===== src/hdl/supervisor_pkg.sv =====
// supervisor package: register map, fields, reset values, timing
// assumes a 20 MHz aclk and a 32-bit AXI4-Lite register bus
package supervisor_pkg;
    localparam int unsigned clk_hz = 20000000;
    localparam logic [7:0] addr_ctrl = 8'h00;
    localparam logic [7:0] addr_cause = 8'h04;
    localparam logic [7:0] addr_wdg_load = 8'h08;
    localparam logic [7:0] addr_wdg_count = 8'h0c;
    localparam logic [7:0] addr_wdg_kick = 8'h10;
    localparam logic [7:0] addr_brown = 8'h14;
    localparam logic [7:0] addr_tamper = 8'h18;
    localparam logic [7:0] addr_debug = 8'h1c;
    // control register fields
    localparam int ctrl_wdg_en = 0;
    localparam int ctrl_wdg_mode = 1;
    localparam int ctrl_io_lvd_rst_off = 2;
    localparam int ctrl_lvd_off = 3;
    localparam int ctrl_tamper_en = 4;
    localparam int ctrl_tamper_edge = 5;
    localparam int ctrl_tamper_rise = 6;
    localparam int ctrl_batt_sram = 7;
    localparam int ctrl_presc_lsb = 8;
    localparam logic [15:0] ctrl_reset = 16'h0000;
    // cause register fields
    localparam int cause_wdg = 0;
    localparam int cause_lvd = 1;
    localparam int cause_pin = 2;
    localparam int cause_dbg = 3;
    localparam logic [3:0] cause_reset = 4'h0;
    localparam logic [15:0] wdg_load_reset = 16'hffff;
    localparam logic [15:0] wdg_terminal = 16'h0000;
    localparam logic [31:0] wdg_kick_key = 32'h0000_5a5a;
    localparam logic [31:0] boot_address = 32'h0000_0000;
    // times in nanoseconds
    localparam int unsigned t_por_ns = 1000000;
    localparam int unsigned t_rinmin_ns = 500;
    localparam int unsigned por_cycles = (t_por_ns * (clk_hz / 1000000) + 999) / 1000;
    localparam int unsigned rinmin_cycles = (t_rinmin_ns * (clk_hz / 1000000) + 999) / 1000;
    localparam int unsigned debounce_cycles = 4;
    localparam logic [1:0] axi_okay = 2'b00;
    localparam logic [1:0] axi_slverr = 2'b10;

    typedef struct packed {
        logic core_dropout;
        logic io_dropout;
        logic core_sag;
        logic io_sag;
        logic io_level_high;
    } supply_status_t;

    typedef struct packed {
        logic global_reset;
        logic system_reset;
    } reset_req_t;

    typedef enum logic [2:0] {
        st_wait_supply = 3'b001,
        st_hold = 3'b010,
        st_run = 3'b100
    } seq_state_t;
endpackage


===== src/hdl/system_supervisor_reset.sv =====
// system supervisor: turns supply, watchdog, pin, debug and tamper inputs into resets and events
// assumes supply monitor bits and debug inputs synchronous to aclk, reset and tamper pins are synchronised here; analog parts, calendar unit sit outside
//
// The AXI4-Lite register port and the placing of the registers were decided locally.
`timescale 1ns/1ps
`default_nettype none
module system_supervisor_reset #(
    parameter int unsigned por_count = supervisor_pkg::por_cycles,
    parameter int unsigned wdg_width = 16,
    parameter int unsigned presc_width = 8
) (
    input wire logic aclk,
    input wire logic aresetn,
    input wire logic [7:0] s_axi_awaddr,
    input wire logic s_axi_awvalid,
    output logic s_axi_awready,
    input wire logic [31:0] s_axi_wdata,
    input wire logic [3:0] s_axi_wstrb,
    input wire logic s_axi_wvalid,
    output logic s_axi_wready,
    output logic [1:0] s_axi_bresp,
    output logic s_axi_bvalid,
    input wire logic s_axi_bready,
    input wire logic [7:0] s_axi_araddr,
    input wire logic s_axi_arvalid,
    output logic s_axi_arready,
    output logic [31:0] s_axi_rdata,
    output logic [1:0] s_axi_rresp,
    output logic s_axi_rvalid,
    input wire logic s_axi_rready,
    input wire supervisor_pkg::supply_status_t supply,
    input wire logic power_up,
    input wire logic ext_reset_in_n,
    input wire logic debug_mode,
    input wire logic debug_reset_cmd,
    input wire logic tamper_in,
    output supervisor_pkg::reset_req_t reset_out,
    output logic board_reset_out_n,
    output logic brownout_irq,
    output logic io_lvd_level_high,
    output logic tamper_capture,
    output logic sram_standby_cut,
    output logic battery_powers_sram,
    output logic [31:0] boot_addr
);
    import supervisor_pkg::*;

    localparam int cnt_w = $clog2(por_count + 1);
    logic [15:0] ctrl;
    logic [3:0] cause;
    logic [wdg_width-1:0] wdg_load;
    logic [wdg_width-1:0] wdg_count;
    logic [presc_width-1:0] presc_cnt;
    logic [1:0] brown_mask;
    logic [1:0] brown_flag;
    logic tamper_flag;
    seq_state_t state;
    logic [cnt_w-1:0] por_cnt;
    logic global_reset;
    logic system_reset;
    logic next_global;
    logic next_system;
    logic low_voltage_detector;
    logic wdg_expire;
    logic pin_reset;
    logic wdg_kick;
    logic [1:0] pin_sync;
    logic [1:0] tmp_sync;
    logic [2:0] pin_db;
    logic [2:0] tmp_db;
    logic pin_clean;
    logic tmp_clean;
    logic tmp_prev;
    logic tamper_event;
    logic [15:0] pin_low_cnt;
    logic aw_hold;
    logic w_hold;
    logic [7:0] aw_addr;
    logic [31:0] w_data;
    logic [3:0] w_strb;
    logic do_write;

    // byte-lane merge of a register image
    function automatic logic [31:0] merge(input logic [31:0] old, input logic [31:0] data,
                                          input logic [3:0] strb);
        logic [31:0] r;
        r = old;
        for (int i = 0; i < 4; i++) begin
            if (strb[i]) begin
                r[i*8 +: 8] = data[i*8 +: 8];
            end
        end
        return r;
    endfunction

    function automatic logic is_write(input logic [7:0] a, input logic [7:0] target);
        return a[7:2] == target[7:2];
    endfunction

    // power-up condition combined with dropout detection
    always_comb begin
        low_voltage_detector = supply.core_dropout;
        if (!ctrl[ctrl_lvd_off] && !ctrl[ctrl_io_lvd_rst_off]) begin
            low_voltage_detector = supply.core_dropout | supply.io_dropout;
        end
        next_global = power_up | low_voltage_detector;
        next_system = wdg_expire | pin_reset | (debug_mode & debug_reset_cmd);
    end

    // power-on sequencing
    always_ff @(posedge aclk) begin
        if (!aresetn || next_global) begin
            state <= st_wait_supply;
            por_cnt <= '0;
        end else begin
            unique case (state)
                st_wait_supply: begin
                    if (!supply.core_dropout && !supply.io_dropout) begin
                        state <= st_hold;
                    end
                end
                st_hold: begin
                    if (por_cnt == cnt_w'(por_count - 1)) begin
                        state <= st_run;
                    end else begin
                        por_cnt <= por_cnt + 1'b1;
                    end
                end
                st_run: begin
                    if (next_system) begin
                        state <= st_hold;
                        por_cnt <= '0;
                    end
                end
            endcase
        end
    end

    always_ff @(posedge aclk) begin
        if (!aresetn) begin
            global_reset <= 1'b1;
            system_reset <= 1'b1;
            board_reset_out_n <= 1'b0;
            boot_addr <= boot_address;
        end else begin
            global_reset <= next_global || state == st_wait_supply;
            system_reset <= next_global || next_system || state != st_run;
            board_reset_out_n <= !(next_global || next_system) && state == st_run;
            boot_addr <= boot_address;
        end
    end
    assign reset_out = '{global_reset: global_reset, system_reset: system_reset};

    // pin and tamper synchronisers and debounce
    always_ff @(posedge aclk) begin
        if (!aresetn) begin
            pin_sync <= 2'b11;
            tmp_sync <= 2'b00;
            pin_db <= 3'b111;
            tmp_db <= 3'b000;
            pin_clean <= 1'b1;
            tmp_clean <= 1'b0;
        end else begin
            pin_sync <= {pin_sync[0], ext_reset_in_n};
            tmp_sync <= {tmp_sync[0], tamper_in};
            pin_db <= {pin_db[1:0], pin_sync[1]};
            tmp_db <= {tmp_db[1:0], tmp_sync[1]};
            if (&pin_db || ~|pin_db) begin
                pin_clean <= pin_db[2];
            end
            if (&tmp_db || ~|tmp_db) begin
                tmp_clean <= tmp_db[2];
            end
        end
    end

    always_ff @(posedge aclk) begin
        if (!aresetn) begin
            pin_low_cnt <= '0;
            pin_reset <= 1'b0;
        end else begin
            pin_reset <= 1'b0;
            if (pin_clean) begin
                pin_low_cnt <= '0;
            end else if (pin_low_cnt != 16'(rinmin_cycles)) begin
                pin_low_cnt <= pin_low_cnt + 1'b1;
                pin_reset <= pin_low_cnt == 16'(rinmin_cycles - 1);
            end
        end
    end

    // register writes: aw and w taken in any order, response after both
    assign do_write = aw_hold && w_hold && !s_axi_bvalid;
    always_ff @(posedge aclk) begin
        if (!aresetn) begin
            aw_hold <= 1'b0;
            w_hold <= 1'b0;
            aw_addr <= '0;
            w_data <= '0;
            w_strb <= '0;
            s_axi_bvalid <= 1'b0;
            s_axi_bresp <= axi_okay;
        end else begin
            if (s_axi_awvalid && s_axi_awready) begin
                aw_hold <= 1'b1;
                aw_addr <= s_axi_awaddr;
            end
            if (s_axi_wvalid && s_axi_wready) begin
                w_hold <= 1'b1;
                w_data <= s_axi_wdata;
                w_strb <= s_axi_wstrb;
            end
            if (do_write) begin
                aw_hold <= 1'b0;
                w_hold <= 1'b0;
                s_axi_bvalid <= 1'b1;
                s_axi_bresp <= (aw_addr[7:2] > addr_debug[7:2]) ? axi_slverr : axi_okay;
            end else if (s_axi_bready) begin
                s_axi_bvalid <= 1'b0;
            end
        end
    end
    assign s_axi_awready = !aw_hold;
    assign s_axi_wready = !w_hold;
    assign wdg_kick = do_write && is_write(aw_addr, addr_wdg_kick) && w_data == wdg_kick_key;

    // control: clock-side fields survive system reset, watchdog enable never does
    always_ff @(posedge aclk) begin
        if (!aresetn || global_reset) begin
            ctrl <= ctrl_reset;
        end else if (system_reset) begin
            ctrl[ctrl_wdg_en] <= 1'b0;
        end else if (do_write && is_write(aw_addr, addr_ctrl)) begin
            ctrl <= 16'(merge({16'h0, ctrl}, w_data, w_strb));
        end
    end

    // reset cause: only power-up or aresetn clears, clear wins over set
    always_ff @(posedge aclk) begin
        if (!aresetn || power_up) begin
            cause <= cause_reset;
        end else begin
            if (wdg_expire) begin
                cause[cause_wdg] <= 1'b1;
            end
            if (low_voltage_detector) begin
                cause[cause_lvd] <= 1'b1;
            end
            if (pin_reset) begin
                cause[cause_pin] <= 1'b1;
            end
            if (debug_mode && debug_reset_cmd) begin
                cause[cause_dbg] <= 1'b1;
            end
        end
    end

    // watchdog counter and prescaler
    always_ff @(posedge aclk) begin
        if (!aresetn || system_reset) begin
            wdg_load <= wdg_load_reset;
            wdg_count <= wdg_load_reset;
            presc_cnt <= '0;
            wdg_expire <= 1'b0;
        end else begin
            wdg_expire <= 1'b0;
            if (do_write && is_write(aw_addr, addr_wdg_load)) begin
                wdg_load <= wdg_width'(merge(32'(wdg_load), w_data, w_strb));
            end
            if (wdg_kick) begin
                wdg_count <= wdg_load;
                presc_cnt <= '0;
            end else if (ctrl[ctrl_wdg_en]) begin
                if (presc_cnt == ctrl[ctrl_presc_lsb +: presc_width]) begin
                    presc_cnt <= '0;
                    if (wdg_count == wdg_terminal) begin
                        wdg_count <= wdg_load;
                    end else begin
                        wdg_count <= wdg_count - 1'b1;
                        wdg_expire <= ctrl[ctrl_wdg_mode] &&
                                      wdg_count == wdg_terminal + 1'b1;
                    end
                end else begin
                    presc_cnt <= presc_cnt + 1'b1;
                end
            end
        end
    end

    // brown-out warnings and tamper
    always_ff @(posedge aclk) begin
        if (!aresetn || system_reset) begin
            brown_mask <= 2'b00;
            brown_flag <= 2'b00;
            brownout_irq <= 1'b0;
            tamper_flag <= 1'b0;
            tmp_prev <= 1'b0;
            tamper_capture <= 1'b0;
            sram_standby_cut <= 1'b0;
        end else begin
            if (do_write && is_write(aw_addr, addr_brown)) begin
                brown_mask <= w_data[1:0];
                brown_flag <= (brown_flag & ~w_data[9:8]) | {supply.io_sag, supply.core_sag};
            end else begin
                brown_flag <= brown_flag | {supply.io_sag, supply.core_sag};
            end
            brownout_irq <= |(brown_flag & brown_mask);
            tmp_prev <= tmp_clean;
            tamper_capture <= tamper_event;
            if (tamper_event) begin
                tamper_flag <= 1'b1;
                sram_standby_cut <= 1'b1;
            end else if (do_write && is_write(aw_addr, addr_tamper) && w_data[0]) begin
                tamper_flag <= 1'b0;
            end
        end
    end
    always_comb begin
        if (!ctrl[ctrl_tamper_en]) begin
            tamper_event = 1'b0;
        end else if (!ctrl[ctrl_tamper_edge]) begin
            tamper_event = tmp_clean && !tamper_flag;
        end else begin
            tamper_event = (tmp_clean != tmp_prev) && (tmp_clean == ctrl[ctrl_tamper_rise]);
        end
    end

    always_ff @(posedge aclk) begin
        if (!aresetn) begin
            io_lvd_level_high <= 1'b0;
            battery_powers_sram <= 1'b0;
        end else begin
            io_lvd_level_high <= supply.io_level_high;
            battery_powers_sram <= ctrl[ctrl_batt_sram];
        end
    end

    // reads
    always_ff @(posedge aclk) begin
        if (!aresetn) begin
            s_axi_rvalid <= 1'b0;
            s_axi_rdata <= '0;
            s_axi_rresp <= axi_okay;
        end else if (s_axi_arvalid && s_axi_arready) begin
            s_axi_rvalid <= 1'b1;
            s_axi_rresp <= axi_okay;
            unique case (s_axi_araddr[7:2])
                addr_ctrl[7:2]: s_axi_rdata <= {16'h0, ctrl};
                addr_cause[7:2]: s_axi_rdata <= {28'h0, cause};
                addr_wdg_load[7:2]: s_axi_rdata <= {16'h0, wdg_load};
                addr_wdg_count[7:2]: s_axi_rdata <= {16'h0, wdg_count};
                addr_wdg_kick[7:2]: s_axi_rdata <= '0;
                addr_brown[7:2]: s_axi_rdata <= {22'h0, brown_flag, 6'h0, brown_mask};
                addr_tamper[7:2]: s_axi_rdata <= {31'h0, tamper_flag};
                addr_debug[7:2]: s_axi_rdata <= {30'h0, io_lvd_level_high, debug_mode};
                default: begin
                    s_axi_rdata <= '0;
                    s_axi_rresp <= axi_slverr;
                end
            endcase
        end else if (s_axi_rready) begin
            s_axi_rvalid <= 1'b0;
        end
    end
    assign s_axi_arready = !s_axi_rvalid;
endmodule
`default_nettype wire


===== config.mk =====
export PLATFORM = sky130hd
export DESIGN_NAME = system_supervisor_reset
export DESIGN_NICKNAME = d
export VERILOG_FILES = /design/src/hdl/supervisor_pkg.sv /design/src/hdl/system_supervisor_reset.sv
export SDC_FILE = /design/constraint.sdc
export NUM_CORES = 1
export LEC_CHECK = 0
export BUFFER_PORTS_ARGS = -buffer_cell sky130_fd_sc_hd__buf_4
export CORE_MARGIN = 4
export CORE_UTILIZATION = 60
export DETAILED_ROUTE_END_ITERATION = 8
export HOLD_SLACK_MARGIN = 0.15
export MAX_ROUTING_LAYER = met4
export PLACE_DENSITY = 0.81
export SLEW_MARGIN = 20
export SYNTH_ARGS = -nofsm -noshare
export SYNTH_HDL_FRONTEND = slang
export SYNTH_SLANG_ARGS = --single-unit

===== constraint.sdc =====
create_clock -name aclk -period 5.6 [get_ports aclk]
set_input_delay 0.28 -clock aclk [delete_from_list [all_inputs] [get_ports aclk]]
set_output_delay 0.28 -clock aclk [all_outputs]
set_load 0.01 [all_outputs]

==> flow_summary.ini <==
[run_status]
status = completed

[yosys]
ys_ff_latch = 184
synth_cells = 982
synth_mux_area_share_pct = 7.11
synth_compound_area_share_pct = 12.0
synth-edff-count = 0
synth_cell_types = 61
synthAdderAreaFrac_pct = 1.18
synthesis.area_um2 = 8490
yosysWarnings = 0
synthSimpleGateAreaFrac_pct = 24.5
synthArstFlopShare_pct = 0
synth_ff_type = dfxtp_1
synth_xor_area_share_pct = 4.13
synth_top_family_by_area = simple AND/OR/NAND/NOR gates
seq_area_frac_synth_pct = 43.4
synth.avg_cell_area_um2 = 8.64

[critical_path]
critPathKind = reg -> reg
cp.arrival_ps = 3080
reg2reg_to = wdg_count[10]
rrSetupSlack_ps = 2840
cp-end-kind = register
endpoint = wdg_count[10]
crit_start = aw_hold
reg2reg_depth = 6
startpoint_type = register
required_ps = 5920
r2r_start = aw_hold
path_max_fanout = 5

[clock_network]
cts_hold_buffers = 53
cts.sinks = 184
cts_root_buffer = clkbuf_16
cts_tree = done
post_cts_buffers = 0
clock_path_buffers = 2
h-tree-depth = 4
numCtsBuffers = 17
clk_pin_slew_ps = 70
cts_resized = 0
clock_latency_ps = 440

[finish]
final_area_um2 = 10100
fin_nets = 1175
diodes = 0
drive_above_1_share_pct = 13.1
instances_no_fill = 1290
area_growth_pct = 19.6

[floorplanning]
num_io_pins = 150
fp.coreArea_um2 = 13900
fp.dieArea_um2 = 16100
die_w_um = 127
placementRows = 43
initial_core_util_pct = 61.1
die_h_um = 127

[pwr]
total_power_mw = 2.72
vdd_ir_drop_max_uv = 269
leakagePower_nw = 3.87
cellPowerDensity_nw_per_um2 = 268

[route]
ant_nets = 0
wl_met1_um = 9210
wl_met3_um = 1370
drcViolationCount = 0
routed.top_layer = met4
met2_length_um = 10300
drtPass1Iterations = 5
num_vias = 7243
routed_wl_um = 21400
wl_per_cell_um = 16.6
via_per_inst = 5.61
drt_iter0_drc = 619

[placement]
dpl.hpwl_um = 13800
placed_area_um2 = 9030
port_buffers = 93
dpl.cell_count = 1206
dp_slack_ps = 2990
gp_congestion = 0.931

[global_route]
antenna_found_initial = 0
grt_max_degree = 83
grt_pass1_wl_um = 34200
grt_use_total_pct = 27.3
grt_pass1_vias = 6854
grt-ovfl-total = 0

[timing]
tns_ps = 0
finalCriticalPeriod_ps = 2760
rsz0062_at_grt = no
min_period_over_period_pct = 49.3
worst_slew_pin_slew_ps = 1100
fin_ws_ps = 2840
fin_skew_ps = 6.19
slew_violations = 0
slew_headroom_pct = 26.3
final_hold_viol_count = 0
finalSetupViolations = 0
fmax_ghz = 0.362

[flow_run]
maxCapViolations = 0

[min_path]
hold_path_class = in -> reg
-- how the worst min path moves through the flow --
| stage | start | to | cells past startpoint |
|---|---|---|---|
| finish | supply[3] | state[0] | 3 |
| global route | supply[3] | state[0] | 3 |
| CTS | supply[3] | state[0] | 3 |
| detailed placement | pin_sync[0] | pin_sync[1] | 1 |
| global placement | pin_sync[0] | pin_sync[1] | 1 |
| floorplan | ext_reset_in_n | pin_sync[0] | 1 |
-- Yosys cell counts (16+ instances only) --
library cell,number,area share (%)
nor3_1,21,1.2
mux2i_1,49,5.8
o21ai_0,32,1.9
buf_4,53,4.7
xnor2_1,25,2.6
nand3_1,35,2.1
clkbuf_1,39,1.7
inv_1,16,0.71
a21boi_0,37,3.3
dfxtp_1,184,43
nor2_1,93,4.1
nand2_1,143,6.3
a22oi_1,18,1.6
and2_1,22,1.6
a21oi_1,19,1.1
-- cells in the final DEF (no fill, tap or decap), types with 16 or more instances in the layout --
cell type      count
nor3_1            21
a21boi_0          37
buf_4             95
nand2_1          143
inv_1             16
clkbuf_16         17
dlygate4sd3_1     53
conb_1            50
nand3_1           35
o21ai_0           32
mux2i_1           49
xnor2_1           25
dfxtp_1          184
nor2_1            93
and2_1            22
a21oi_1           19
a22oi_1           18
-- worst max-delay path, cell delays in order (launching register included) --
cell      delay (ps)
dfxtp_1          430
nor4bb_1         550
nand4_1          200
nor4_1           870
nor2_1           260
nand4_1          240
nand3_1           90
-- power breakdown --
part,leakage (nW),switching (mW),internal (mW),total [mW]
registers,1.49,0.0232,1.33,1.36
clock network,0.286,0.509,0.664,1.17
logic,2.09,0.0977,0.0935,0.191
total,3.87,0.630,2.09,2.72
-- registers in the layout, indices dropped and copies added (netlist names), 4 cells and up --
| register | count |
|---|---|
| wdg_count | 16 |
| cause | 4 |
| ctrl | 16 |
| por_cnt | 15 |
| s_axi_rdata | 16 |
| wdg_load | 16 |
| pin_low_cnt | 16 |
| w_data | 32 |
| aw_addr | 6 |
| presc_cnt | 8 |
-- kinds of logic after synthesis --
logic type	after synthesis
AND/OR/NAND/NOR	422
buffers and inverters	116
AO/OA/AOI/OAI	152
XOR/XNOR	40
other	1
adder cells (fa/ha/maj)	8
multiplexers	59
flip-flops	184
-- metrics by stage --
stage               util, %  hold slack (ps)
floorplan                 -              381
global placement       65.0              393
detailed placement     65.1              413
CTS                    73.0              156
global route           73.1              188
finish                 73.1              159
-- routing by layer --
layer | up-vias | track usage (%)
met5 | - | -
met2 | 268 | 44.2
met3 | 46 | 6.44
li1 | 3515 | -
met1 | 3414 | 33.3
met4 | 0 | 10.2
-- area by class of cell --
cell class / count / area (um2)
Clock buffer: 23 / 488
Clock inverter: 8 / 86.3
Fill cell: 1041 / 3730
Inverter: 16 / 60.1
Multi-Input combinational cell: 731 / 4360
Sequential cell: 184 / 3680
Tap cell: 180 / 225
Timing Repair Buffer: 148 / 1240
Power figures use the tool's default switching activity.
